**src/shared/hsl_consts.vh**
```
// constants for the halfword / signed transfer controller
// assumes inclusion by bare name from rtl files
`ifndef HSL_CONSTS_VH
`define HSL_CONSTS_VH
`define HSL_PC_IDX      4'hF
`define HSL_PC_AHEAD    32'h00000008
`define HSL_COND_AL     4'hE
`define HSL_COND_NV     4'hF
`define HSL_BIT_P       24
`define HSL_BIT_U       23
`define HSL_BIT_I       22
`define HSL_BIT_W       21
`define HSL_BIT_L       20
`define HSL_BIT_S       6
`define HSL_BIT_H       5
`define HSL_XFER_CYCLES 1
`endif

```
**src/rtl/hsl_load_format.v**
```verilog
// load data formatter: lane select, sign or zero extension of halfwords, sign extension of bytes
// assumes word-wide data bus and halfword aligned addresses
`timescale 1ns/10ps
`default_nettype none
module hsl_load_format (
    // request
    input  wire [31:0] bus_data,
    input  wire [1:0]  addr_low,
    input  wire        big_endian,
    input  wire        is_signed,
    input  wire        is_half,
    // result
    output reg  [31:0] result
);
    reg [1:0]  lane;
    reg [7:0]  byte_sel;
    reg [15:0] half_sel;
    always @* begin
        lane     = big_endian ? ~addr_low : addr_low;
        byte_sel = bus_data[lane*8 +: 8];
        half_sel = (addr_low[1] ^ big_endian) ? bus_data[31:16] : bus_data[15:0];
        if (is_half) begin
            result = {{16{is_signed & half_sel[15]}}, half_sel};
        end else begin
            result = {{24{byte_sel[7]}}, byte_sel};
        end
    end
endmodule
`default_nettype wire

```
**src/rtl/hsl_half_signed_ctl.v**
```verilog
// execution control for halfword and signed byte/halfword transfers
// assumes a register file outside, address adder is inside; one clock, sync reset
`timescale 1ns/10ps
`default_nettype none
`include "hsl_consts.vh"
module hsl_half_signed_ctl (
    // clock and reset
    input  wire        clock,
    input  wire        rstn,
    // instruction issue
    input  wire        instr_valid,
    input  wire [31:0] instr,
    input  wire [31:0] instr_addr,
    input  wire        cond_pass,
    input  wire        big_endian,
    // register file read values
    input  wire [31:0] base_value,
    input  wire [31:0] index_value,
    input  wire [31:0] source_value,
    // memory side
    input  wire [31:0] mem_rdata,
    input  wire        mem_abort,
    output reg  [31:0] mem_addr,
    output reg  [31:0] mem_wdata,
    output reg         mem_req,
    output reg         mem_write,
    output reg  [1:0]  mem_size,
    // register write back
    output reg         dest_we,
    output reg  [3:0]  dest_sel,
    output reg  [31:0] dest_value,
    output reg         base_we,
    output reg  [3:0]  base_sel,
    output reg  [31:0] base_value_out,
    // status
    output reg         data_abort_trap,
    output reg         illegal_form,
    output reg         done
);
    localparam ST_IDLE = 1'b0;
    localparam ST_XFER = 1'b1;

    reg        state;
    reg        p_load;
    reg        p_signed;
    reg        p_half;
    reg        p_wb;
    reg [3:0]  p_dest;
    reg [3:0]  p_base;
    reg [31:0] p_new_base;
    reg [1:0]  p_alow;

    // register field equals the program counter index
    function is_pc;
        input [3:0] sel;
        begin
            is_pc = (sel == `HSL_PC_IDX);
        end
    endfunction

    // bus size code: halfword or byte, no word size here
    function [1:0] size_code;
        input half;
        begin
            size_code = half ? 2'h1 : 2'h0;
        end
    endfunction


    wire [3:0] f_base  = instr[19:16];
    wire [3:0] f_dest  = instr[15:12];
    wire [3:0] f_index = instr[3:0];
    wire       f_p     = instr[`HSL_BIT_P];
    wire       f_u     = instr[`HSL_BIT_U];
    wire       f_i     = instr[`HSL_BIT_I];
    wire       f_w     = instr[`HSL_BIT_W];
    wire       f_l     = instr[`HSL_BIT_L];
    wire       f_s     = instr[`HSL_BIT_S];
    wire       f_h     = instr[`HSL_BIT_H];

    // base value with program_counter read as instruction plus eight
    wire [31:0] eff_base = is_pc(f_base) ?
                           instr_addr + `HSL_PC_AHEAD : base_value;
    wire [31:0] offset   = f_i ? {24'h000000, instr[11:8], instr[3:0]} : index_value;
    wire [31:0] moved    = f_u ? eff_base + offset : eff_base - offset;
    wire        wb_req   = f_w | ~f_p;

    // pre-index moves the address, post-index moves only the base
    wire [31:0] xfer_addr = f_p ? moved : eff_base;

    // forbidden forms are flagged, the transfer still runs as encoded
    // each form kept apart so a trace shows which one tripped
    wire bad_pc_index  = ~f_i & is_pc(f_index);
    wire bad_pc_dest   = is_pc(f_dest);
    wire bad_pc_base   = is_pc(f_base) & wb_req;
    wire bad_post_same = ~f_p & ~f_i & (f_index == f_base);
    wire bad_wb_load   = f_l & wb_req & (f_dest == f_base);
    wire bad_signed_st = ~f_l & f_s;

    // a flag only: software decides whether to trap on it
    wire bad_form = bad_pc_index
                  | bad_pc_dest
                  | bad_pc_base
                  | bad_post_same
                  | bad_wb_load
                  | bad_signed_st;

    wire [31:0] load_result;
    hsl_load_format u_fmt (
        .bus_data   (mem_rdata),
        .addr_low   (p_alow),
        .big_endian (big_endian),
        .is_signed  (p_signed),
        .is_half    (p_half),
        .result     (load_result)
    );

    always @(posedge clock) begin
        if (!rstn) begin
            state           <= ST_IDLE;
            p_load          <= 1'b0;
            p_signed        <= 1'b0;
            p_half          <= 1'b0;
            p_wb            <= 1'b0;
            p_dest          <= 4'h0;
            p_base          <= 4'h0;
            p_new_base      <= 32'h00000000;
            p_alow          <= 2'h0;
            mem_addr        <= 32'h00000000;
            mem_wdata       <= 32'h00000000;
            mem_req         <= 1'b0;
            mem_write       <= 1'b0;
            mem_size        <= 2'h0;
            dest_we         <= 1'b0;
            dest_sel        <= 4'h0;
            dest_value      <= 32'h00000000;
            base_we         <= 1'b0;
            base_sel        <= 4'h0;
            base_value_out  <= 32'h00000000;
            data_abort_trap <= 1'b0;
            illegal_form    <= 1'b0;
            done            <= 1'b0;
        end else begin
            dest_we         <= 1'b0;
            base_we         <= 1'b0;
            data_abort_trap <= 1'b0;
            done            <= 1'b0;
            mem_req         <= 1'b0;
            case (state)
                ST_IDLE: begin
                    // condition failure: no-op, no memory cycle
                    if (instr_valid && cond_pass) begin
                        state        <= ST_XFER;
                        p_load       <= f_l;
                        p_signed     <= f_s;
                        p_half       <= f_h;
                        p_wb         <= wb_req;
                        p_dest       <= f_dest;
                        p_base       <= f_base;
                        p_new_base   <= moved;
                        p_alow       <= xfer_addr[1:0];
                        illegal_form <= bad_form;
                        mem_addr     <= xfer_addr;
                        mem_wdata    <= {2{source_value[15:0]}};
                        mem_req      <= 1'b1;
                        mem_write    <= ~f_l;
                        mem_size     <= size_code(f_h);
                    end else if (instr_valid) begin
                        done <= 1'b1;
                    end
                end
                ST_XFER: begin
                    // single data cycle, same as a word transfer
                    state <= ST_IDLE;
                    done  <= 1'b1;
                    if (mem_abort) begin
                        // base never written so its old value stands
                        data_abort_trap <= 1'b1;
                    end else begin
                        if (p_load) begin
                            dest_we    <= 1'b1;
                            dest_sel   <= p_dest;
                            dest_value <= load_result;
                        end
                        if (p_wb) begin
                            base_we        <= 1'b1;
                            base_sel       <= p_base;
                            base_value_out <= p_new_base;
                        end
                    end
                end
                default: state <= ST_IDLE;
            endcase
        end
    end
endmodule
`default_nettype wire

```
**config.mk**
```make
export PLATFORM = sky130hd
export DESIGN_NAME = hsl_half_signed_ctl
export DESIGN_NICKNAME = d
export VERILOG_FILES = /design/src/rtl/hsl_load_format.v /design/src/rtl/hsl_half_signed_ctl.v
export VERILOG_INCLUDE_DIRS = /design/src /design/src/shared
export SDC_FILE = /design/constraint.sdc
export NUM_CORES = 1
export LEC_CHECK = 0
export ABC_AREA = 1
export BUFFER_PORTS_ARGS = -buffer_cell sky130_fd_sc_hd__buf_4
export CORE_ASPECT_RATIO = 0.7
export CORE_UTILIZATION = 30
export DETAILED_ROUTE_END_ITERATION = 8
export HOLD_SLACK_MARGIN = 0.15
export PLACE_DENSITY = 0.65
export SETUP_SLACK_MARGIN = 0.15
export SYNTH_ARGS = -nofsm -noshare
export SYNTH_HDL_FRONTEND = slang
export SYNTH_SLANG_ARGS = --single-unit
```
**constraint.sdc**
```tcl
create_clock -name clock -period 3.85 [get_ports clock]
set_input_delay 0.77 -clock clock [delete_from_list [all_inputs] [get_ports clock]]
set_output_delay 0.77 -clock clock [all_outputs]
set_load 0.01 [all_outputs]
```
==> results of run 1 <==
## repair_timing
action	CTS	global route
endpoints found under the setup margin	9	35
buffers inserted	0	10
pin swaps	1	42
gates resized for setup	3	121
## final cells by class
type | instances | area [um^2]
sequential | 156 | 3123
fill | 3581 | 18650
tap | 464 | 580.6
multi-input combinational | 1130 | 6487
clock buffer | 20 | 456.7
inverter | 211 | 803.3
timing repair buffer | 483 | 3699
clock inverter | 12 | 182.7
## state kept, by name (all words and copies together), names as in the netlist, 16 cells and up
register / flops
dest_value: 17
mem_wdata: 16
mem_addr: 32
base_value_out: 32
p_new_base: 32
## power groups by stage
stage | clock network, mW | logic, mW | registers (mW)
after floorplan | 0 | 0.901 | 1.79
final | 1.85 | 1.81 | 1.74
after CTS | 1.90 | 1.69 | 1.74
after global placement | 0 | 1.67 | 1.78
after global routing | 1.95 | 2.00 | 1.75
after detailed placement | 0 | 1.68 | 1.78
## worst min path at each step
stage	slack, ps	start	to	cells after the start
floorplan	440	p_dest[0]$_SDFFE_PN0P_	dest_sel[0]$_SDFFE_PN0P_	2
global placement	430	base_value_out[0]$_SDFFE_PN0P_	base_value_out[0]$_SDFFE_PN0P_	2
detailed placement	440	base_value_out[0]$_SDFFE_PN0P_	base_value_out[0]$_SDFFE_PN0P_	2
CTS	450	base_value_out[0]$_SDFFE_PN0P_	base_value_out[0]$_SDFFE_PN0P_	2
global route	470	base_value_out[0]$_SDFFE_PN0P_	base_value_out[0]$_SDFFE_PN0P_	2
finish	450	base_value_out[0]$_SDFFE_PN0P_	base_value_out[0]$_SDFFE_PN0P_	2
## metrics by stage
step	area, um^2	TNS (ps)	cells	setup slack [ps]	hold WS [ps]
6_report	15330	0	2476	120.0	446.5
5_1_grt	15330	-136.8	2476	-57.40	466.0
4_1_cts	14850	0	2466	142.0	448.9
3_5_place_dp	14190	-9169	2434	-388.6	438.6
3_3_place_gp	14190	-8417	2434	-358.1	435.0
2_1_floorplan	10570	0	1600	148.4	437.8
## worst register-to-register path, delay by kind of cell (launching register included)
family,cells,cell delay [ps]
AO/OA/AOI/OAI,2,590
buffers and inverters,2,600
flip-flops,1,380
AND/OR/NAND/NOR,2,580
## cell usage in the layout, fill, tap and decap left out, types with 9 or more instances in the layout
cell type / count
nand3_1: 91
a31oi_1: 14
nor2_1: 133
a21oi_1: 130
ha_1: 29
nand3_2: 12
o21ai_0: 133
o211ai_1: 44
nand4_1: 11
clkbuf_16: 17
inv_1: 196
nor3_1: 11
nand2_1: 286
xnor2_1: 18
a21oi_2: 16
buf_4: 473
dfxtp_1: 156
o21ai_1: 17
nand2_4: 11
xor2_1: 38
inv_2: 9
nor2_2: 13
nand2_2: 30
## logic make-up (layout without fill, tap and decap cells)
| group | count (synthesis) | in the layout | synth area share [%] |
|---|---|---|---|
| AOI/OAI and AO/OA | 390 | 390 | 20.79 |
| buffers and inverters | 314 | 726 | 12.78 |
| xor gates and xnor gates | 60 | 60 | 5.078 |
| and+or+nand+nor | 630 | 630 | 25.92 |
| muxes | 15 | 15 | 1.526 |
| other | 1 | 1 | 0.03573 |
| adders and majority gates | 34 | 34 | 4.124 |
| DFF | 156 | 156 | 29.75 |
## metal layers
layer	track usage, %	vias to the layer above	wire [um]
li1	-	6002	-
met1	28.70	5472	18150
met2	37.49	324	18840
met3	3.322	39	2085
met4	5.960	0	776
met5	0	-	0
==> metrics.csv, run 1 <==
metric;value;unit
syn_area_per_cell;6.560;um^2
synth_cell_type_count;55;
fmax;268.1;MHz
r2r_slack;1630;ps
drt_iter0_drc;729;
yosysTopAreaCellShare;29.75;%
core_area;33980;um^2
clkSlewWorstSetupHoldPaths;60;ps
grt_util_all_layers;21.93;%
synth-seq-cells;156;
critPathMostFrequentCell;nand2_2;
antenna_found_initial;0;
ir_drop;263.9;uV
grt_pass1_vias;11120;
path_delay_family;simple AND/OR/NAND/NOR gates;
endpoint_kind;register;
via_count;11840;
yosys.area.top_type;dfxtp_1;
synthTopCellsByArea;dfxtp_1, nand2_1, inv_1;
drc;0;
holdBufCountCts;0;
gp_congestion;0.8626;
p_int;3.627;mW
cp_num_buf_inv;5;
outcome;completed;
ios;343;
post-route-min-period;3730;ps
drt-pass1-iter-count;5;
grt_max_degree;124;
dieHeight;158.5;um
cts_root_buf;clkbuf_16;
crit_path_start_kind;input pin;
slowest_stage;ha_1;
slew_headroom;31.48;%
power_density;352.7;nW/um^2
r2r_cells;6;
ys_warn_count;0;
tritoncts;done;
viasPerCell;4.781;
worstMarginPinSlew;1028;ps
p_leak;7.339;nW
std_cell_rows;56;
antenna_cells;0;
port-buffer-count;316;
pwr-share-seq;32.3;%
rsz0062_at_grt;true;
critical_path_class;input pin to register;
cp-endpoint;mem_addr[29]$_SDFFE_PN0P_;
fin_skew;14.87;ps
postSynthCellCount;1600;
hold_path_class;register to register;
ant_nets;0;
total_power;5.408;mW
clockBufferDepth;2;
netlist_area;10500;um^2
rr_endpoint;mem_addr[17]$_SDFFE_PN0P_;
reg2reg_from;mem_req$_SDFF_PP0_;
synth_edf_count;0;
area.growth.synth_to_final;46.07;%
finalHoldViolations;0;
die_area;35750;um^2
required;4230;ps
hpwl;31530;um
critPathMaxStageDelay;380;ps
yosysMostFrequentCell;nand2_1;
worst-path-stages;25;
drt_wl_total;39860;um
p_sw_share;32.92;%
maxSlewViolCount;0;
worstPathArrival;4110;ps
worstSetupStartpoint;instr[22];
switchingPower;1.780;mW
ys_async_sr_fraction;0;%
cts_sinks;156;
die_x;225.6;um
cts_made_buffers;17;
grt_pass1_wl;60260;um
ys_seq_area_share;29.75;%
gr-total-overflow;0;
wl_per_cell;16.10;um
syn_nets;1832;
drv_cap;0;
fin_crit_sh;96.88;%
path_max_fanout;6;
initial_utilization;30.89;%
power_frac_clock;34.3;%
htree_levels;4;
synth_ff_type;dfxtp_1;
synth_commonest_cells;nand2_1, inv_1, dfxtp_1;
worstSkewPairLatency;450;ps
nNetsFinal;2231;
drive_gt1_share;32.80;%
p_comb_share;33.5;%
finalSetupViolations;0;
final_core_util;45.12;%
(Power assumes the default switching activity.)
==> run 2, diff against run 1 <==
--- a/config.mk
+++ b/config.mk
@@ -11,6 +11,7 @@
 export CORE_ASPECT_RATIO = 0.7
 export CORE_UTILIZATION = 30
 export DETAILED_ROUTE_END_ITERATION = 8
+export GPL_TIMING_DRIVEN = 0
 export HOLD_SLACK_MARGIN = 0.15
 export PLACE_DENSITY = 0.65
 export SETUP_SLACK_MARGIN = 0.15
==> run 2 against run 1 <==
Net effect: sequential share of layout area decreased by 0.15 points; via count increased by 3.4%; combinational power increased by 6%; first-iteration DRC count increased by 32%; die area unchanged; total power decreased by 0.49%; hold slack improved by 0.62 ps; critical endpoint is now p_new_base[31]$_SDFFE_PN0P_; largest cell class unchanged.
==> metrics.csv, run 2 (synthesis results as in run 1) <==
metric;value;unit;change
port-buffer-count;314;;was 316
drive_gt1_share;33.92;%;was 32.80%
drt_iter0_drc;961;;was 729
worstPathArrival;4130;ps;was 4110 ps
path_max_fanout;7;;was 6
required;4180;ps;was 4230 ps
die_area;35750;um^2;unchanged
die_x;225.6;um;unchanged
antenna_cells;0;;unchanged
finalHoldViolations;0;;unchanged
wl_per_cell;18.81;um;was 16.10 um
ant_nets;0;;unchanged
drt_wl_total;46050;um;was 39860 um
fmax;263.3;MHz;was 268.1 MHz
timing.hold.ws;447.2;ps;was 446.5 ps
antenna_found_initial;0;;unchanged
cts_made_buffers;17;;unchanged
critical_path_class;input pin to register;;unchanged
grt_util_all_layers;24.88;%;was 21.93%
gr-total-overflow;0;;unchanged
layout_common_cells;buf_4, nand2_1, inv_1, dfxtp_1, o21ai_0;;was buf_4, nand2_1, inv_1, dfxtp_1
power_density;348.4;nW/um^2;was 352.7 nW/um^2
setup-tns-final;0;ps;unchanged
grt_max_degree;18;;was 124
rsz0062_at_grt;true;;unchanged
gp_congestion;0.9131;;was 0.8626
hold_path.startpoint;base_value_out[9]$_SDFFE_PN0P_;;was base_value_out[0]$_SDFFE_PN0P_
grt_pass1_wl;66760;um;was 60260 um
fin_crit_sh;98.63;%;was 96.88%
fin_skew;13.70;ps;was 14.87 ps
ir_drop;320.7;uV;was 263.9 uV
rr_endpoint;mem_addr[16]$_SDFFE_PN0P_;;was mem_addr[17]$_SDFFE_PN0P_
via_count;12240;;was 11840
fin_cells;2448;;was 2476
ios;343;;unchanged
area.growth.synth_to_final;47.16;%;was 46.07%
gr-usage-met1;34.31;%;was 28.70%
drt-pass1-iter-count;5;;unchanged
htree_levels;4;;unchanged
drv_cap;0;;unchanged
grt_pass1_vias;11480;;was 11120
std_cell_rows;56;;unchanged
holdPathEnd;base_value_out[9]$_SDFFE_PN0P_;;was base_value_out[0]$_SDFFE_PN0P_
use_met3;4.540;%;was 3.322%
p_leak;7.179;nW;was 7.339 nW
hpwl;37600;um;was 31530 um
dieHeight;158.5;um;unchanged
clkSlewWorstSetupHoldPaths;60;ps;about the same
r2r_cells;6;;unchanged
finalSetupViolations;0;;unchanged
core_area;33980;um^2;unchanged
slew_headroom;39.64;%;was 31.48%
dp_cells;2378;;was 2434
post-route-min-period;3797;ps;was 3730 ps
final_common_cell;buf_4;;unchanged
holdPathStages;2;;unchanged
viasPerCell;5.000;;was 4.781
drc;0;;unchanged
worstSkewPairLatency;440;ps;was 450 ps
met2_usage;40.06;%;was 37.49%
clockBufferDepth;2;;unchanged
initial_utilization;30.89;%;unchanged
reg2reg_from;mem_req$_SDFF_PP0_;;unchanged
worstMarginPinSlew;905.4;ps;was 1028 ps
crit_path_start_kind;input pin;;unchanged
endpoint_kind;register;;unchanged
maxSlewViolCount;0;;unchanged
total_power;5.381;mW;was 5.408 mW
tritoncts;done;;unchanged
cts_sinks;156;;unchanged
busiest_layer;met2;;unchanged
fillers;3501;;was 3581
worstSetupStartpoint;instr[22];;unchanged
r2r_slack;1480;ps;was 1630 ps
nNetsFinal;2203;;was 2231
hold_path_class;register to register;;unchanged
reg_top3;base_value_out x32, mem_addr x32, p_new_base x32;;unchanged
outcome;completed;;unchanged
cts_root_buf;clkbuf_16;;unchanged
-- run 2: layout make-up --
cell class / instances / area [um^2] / area share [%]
clock inverters: 13 / 155.1 / 1.004
clock buffers: 19 / 442.9 / 2.868
repair buffers: 352 / 2650 / 17.16
well taps: 464 / 580.6 / 3.759
flip-flops and latches: 156 / 3123 / 20.22
multi-input cells: 1130 / 7086 / 45.87
inverters: 211 / 819.5 / 5.306
plain buffers: 103 / 589.3 / 3.815
-- run 2: worst max-delay path by stage --
stage                                  end  cells after the start  slack [ps]
3_5_place_dp   p_new_base[26]$_SDFFE_PN0P_                     20        -940
2_1_floorplan  p_new_base[31]$_SDFFE_PN0P_                     27         150
5_1_grt          mem_addr[31]$_SDFFE_PN0P_                     29        -120
4_1_cts        p_new_base[31]$_SDFFE_PN0P_                     27         120
6_report       p_new_base[31]$_SDFFE_PN0P_                     28          50
3_3_place_gp   p_new_base[26]$_SDFFE_PN0P_                     20        -920
-- run 2: per-layer routing --
metal  routed length (um)  part of all wire [%]
met1                21710                    47
met2                20520                    45
met3                 2939                   6.4
met4                  875                   1.9
met5                    0                     0
-- run 2: report_power, final --
part | switching, mW | total (mW) | internal [mW]
logic | 1.14 | 1.91 | 0.767
registers | 0.0508 | 1.75 | 1.69
clock network | 0.740 | 1.73 | 0.990
total | 1.93 | 5.38 | 3.45
-- run 2: stage by stage --
step / setup WS [ps] / util, % / instance area (um^2)
after floorplan: 148.4 / - / 10570
after global placement: -924.9 / 39.75 / 13510
after detailed placement: -937.1 / 39.75 / 13510
after CTS: 123.2 / 42.53 / 14450
after global routing: -115.3 / 45.45 / 15450
final: 52.61 / 45.45 / 15450
-- run 2: timing repair --
item,in CTS,in global routing
resized for setup,61,220
buffers inserted,15,23
pin swaps,25,85
hold buffers,0,0
setup endpoints to repair,44,40
-- run 2: critical path: stages --
cell and delay (ps):
buf_12 120, clkinv_8 40, buf_12 130, nand2_4 60, nand2_4 70, ha_4 140
inv_2 40, nor2_4 80, nand4_1 150, nor2_2 230, nand4_4 220, nand2_4 150
o21ai_4 110, nor2_2 170, xor2_2 110, ha_4 340, nand2_4 80, buf_4 150
nor2_4 90, inv_2 50, nor2_2 90, inv_2 60, nor3_4 200, a21oi_2 90
nand3_2 100, nand3_2 110, o211ai_1 140, inv_2 40
==> run 3, diff against run 2 <==
--- a/config.mk
+++ b/config.mk
@@ -9,11 +9,11 @@
 export ABC_AREA = 1
 export BUFFER_PORTS_ARGS = -buffer_cell sky130_fd_sc_hd__buf_4
 export CORE_ASPECT_RATIO = 0.7
-export CORE_UTILIZATION = 30
+export CORE_UTILIZATION = 47
 export DETAILED_ROUTE_END_ITERATION = 8
 export GPL_TIMING_DRIVEN = 0
 export HOLD_SLACK_MARGIN = 0.15
-export PLACE_DENSITY = 0.65
+export PLACE_DENSITY = 0.83
 export SETUP_SLACK_MARGIN = 0.15
 export SYNTH_ARGS = -nofsm -noshare
 export SYNTH_HDL_FRONTEND = slang
==> run 3 against run 2 <==
Net effect: register-to-register slack improved by 60 ps; flip-flop and latch count unchanged; clock power increased by 6%; utilization increased by 24 points; maximum frequency decreased by 1.0%; routed wire length decreased by 8.1%; critical path type unchanged; largest cell class unchanged; highest routed layer unchanged.
==> metrics.csv, run 3 (synthesis results as in run 1) <==
metric;value;unit;change
required;4240;ps;was 4180 ps
dieHeight;127.0;um;was 158.5 um
clockBufferDepth;2;;unchanged
drt-pass1-iter-count;6;;was 5
ir_drop;307.7;uV;was 320.7 uV
cts_sinks;156;;unchanged
initial_utilization;48.17;%;was 30.89%
path_delay_family;compound AO/OA/AOI/OAI gates;;was simple AND/OR/NAND/NOR gates
drive_gt1_share;32.61;%;was 33.92%
final_core_util;69.23;%;was 45.45%
antenna_found_initial;0;;unchanged
slowest_stage;ha_2;;was ha_4
r2r_cells;7;;was 6
crit_path_start_kind;input pin;;unchanged
port-buffer-count;314;;unchanged
use_met3;6.499;%;was 4.540%
nNetsFinal;2200;;was 2203
met2_usage;55.91;%;was 40.06%
slew_headroom;43.64;%;was 39.64%
path_max_fanout;8;;was 7
worst-path-stages;25;;was 28
post-route-min-period;3838;ps;was 3797 ps
worstPathArrival;4220;ps;was 4130 ps
dp_cells;2196;;was 2378
fin_cells;2263;;was 2448
layout_common_cells;buf_4, nand2_1, inv_1, dfxtp_1, o21ai_0;;unchanged
tritoncts;done;;unchanged
r2r_slack;1540;ps;was 1480 ps
drv_cap;0;;unchanged
std_cell_rows;45;;was 56
timing.hold.ws;448.1;ps;was 447.2 ps
worstMarginPinSlew;845.4;ps;was 905.4 ps
viasPerCell;5.551;;was 5.000
core_area;21790;um^2;was 33980 um^2
area.growth.synth_to_final;43.72;%;was 47.16%
gr-total-overflow;0;;unchanged
cts_root_buf;clkbuf_16;;unchanged
maxSlewViolCount;0;;unchanged
worstSkewPairLatency;440;ps;about the same
gr-usage-met1;48.10;%;was 34.31%
ant_nets;0;;unchanged
hpwl;33730;um;was 37600 um
rr_endpoint;mem_addr[19]$_SDFFE_PN0P_;;was mem_addr[16]$_SDFFE_PN0P_
grt_pass1_wl;62690;um;was 66760 um
grt_util_all_layers;35.24;%;was 24.88%
drt_wl_total;42330;um;was 46050 um
outcome;completed;;unchanged
ios;343;;unchanged
critPathMaxStageDelay;370;ps;was 340 ps
finalSetupViolations;0;;unchanged
grt_max_degree;18;;unchanged
critical_path_class;input pin to register;;unchanged
cp-endpoint;p_new_base[31]$_SDFFE_PN0P_;;unchanged
worstSetupStartpoint;instr[22];;unchanged
antenna_cells;0;;unchanged
cp_num_buf_inv;7;;was 8
endpoint_kind;register;;unchanged
htree_levels;4;;unchanged
fmax;260.6;MHz;was 263.3 MHz
rsz0062_at_grt;true;;unchanged
power_density;361.0;nW/um^2;was 348.4 nW/um^2
p_leak;7.094;nW;was 7.179 nW
final_common_cell;buf_4;;unchanged
drt_iter0_drc;1384;;was 961
reg_top3;base_value_out x32, mem_addr x32, p_new_base x32;;unchanged
drc;0;;unchanged
die_x;180.6;um;was 225.6 um
clkSlewWorstSetupHoldPaths;60;ps;about the same
setup-tns-final;0;ps;unchanged
fin_skew;14.54;ps;was 13.70 ps
hold_path_class;register to register;;unchanged
wl_per_cell;18.70;um;was 18.81 um
cts_made_buffers;17;;unchanged
grt_pass1_vias;11480;;about the same
gp_congestion;0.9917;;was 0.9131
reg2reg_from;mem_req$_SDFF_PP0_;;unchanged
finalHoldViolations;0;;unchanged
busiest_layer;met2;;unchanged
via_count;12560;;was 12240
die_area;22940;um^2;was 35750 um^2
critPathMostFrequentCell;buf_12;;
fin_crit_sh;99.68;%;was 98.63%
[run 3: where the power goes]
part           switching [mW]  total, mW  internal, mW
Combinational            1.12       1.87         0.750
Clock                   0.702       1.83          1.13
Sequential             0.0542       1.75          1.70
Total                    1.87       5.45          3.57
[run 3: routing by layer]
| layer | up-vias | part of all wire, % |
|---|---|---|
| li1 | 5963 | - |
| met1 | 5837 | 44 |
| met2 | 678 | 44 |
| met3 | 85 | 9.4 |
| met4 | 0 | 2.8 |
| met5 | - | 0 |
[run 3: area by class of cell]
class | count | area (um^2)
inverter | 211 | 812.0
sequential | 156 | 3123
clock inverter | 12 | 186.4
buffer | 103 | 586.8
tap | 282 | 352.8
clock buffer | 20 | 456.7
timing repair buffer | 349 | 2664
fill | 1846 | 6704
multi-input combinational | 1130 | 6904
[run 3: per-stage QoR]
step           setup WS, ps  total power, mW  cell area (um^2)
2_1_floorplan         148.4            2.688             10570
3_3_place_gp         -637.4            3.244             13280
3_5_place_dp         -685.4            3.260             13280
4_1_cts               149.5            5.107             14090
5_1_grt              -171.3            5.656             15090
6_report              12.43            5.446             15090
[run 3: worst min-delay path by stage]
stage | cells past startpoint | to | slack [ps] | start
floorplan | 2 | dest_sel[0]$_SDFFE_PN0P_ | 440 | p_dest[0]$_SDFFE_PN0P_
global placement | 2 | base_value_out[9]$_SDFFE_PN0P_ | 440 | base_value_out[9]$_SDFFE_PN0P_
detailed placement | 2 | base_value_out[29]$_SDFFE_PN0P_ | 440 | base_value_out[29]$_SDFFE_PN0P_
CTS | 2 | base_value_out[16]$_SDFFE_PN0P_ | 450 | base_value_out[16]$_SDFFE_PN0P_
global route | 2 | base_value_out[16]$_SDFFE_PN0P_ | 460 | base_value_out[16]$_SDFFE_PN0P_
finish | 2 | base_value_out[16]$_SDFFE_PN0P_ | 450 | base_value_out[16]$_SDFFE_PN0P_
[run 3: timing repair]
action,4_1_cts,5_1_grt
setup buffers,8,27
endpoints found under the setup margin,38,45
gates cloned,0,0
pin swaps,21,62
hold buffers,0,0
resized for setup,28,217
[run 3: worst register-to-register path, cell delays in order (launching register included)]
cell,delay [ps]
dfxtp_1,370
nor2_1,150
nand2_1,140
clkinv_1,130
clkbuf_1,530
clkbuf_1,620
nand2_2,150
a21oi_2,160
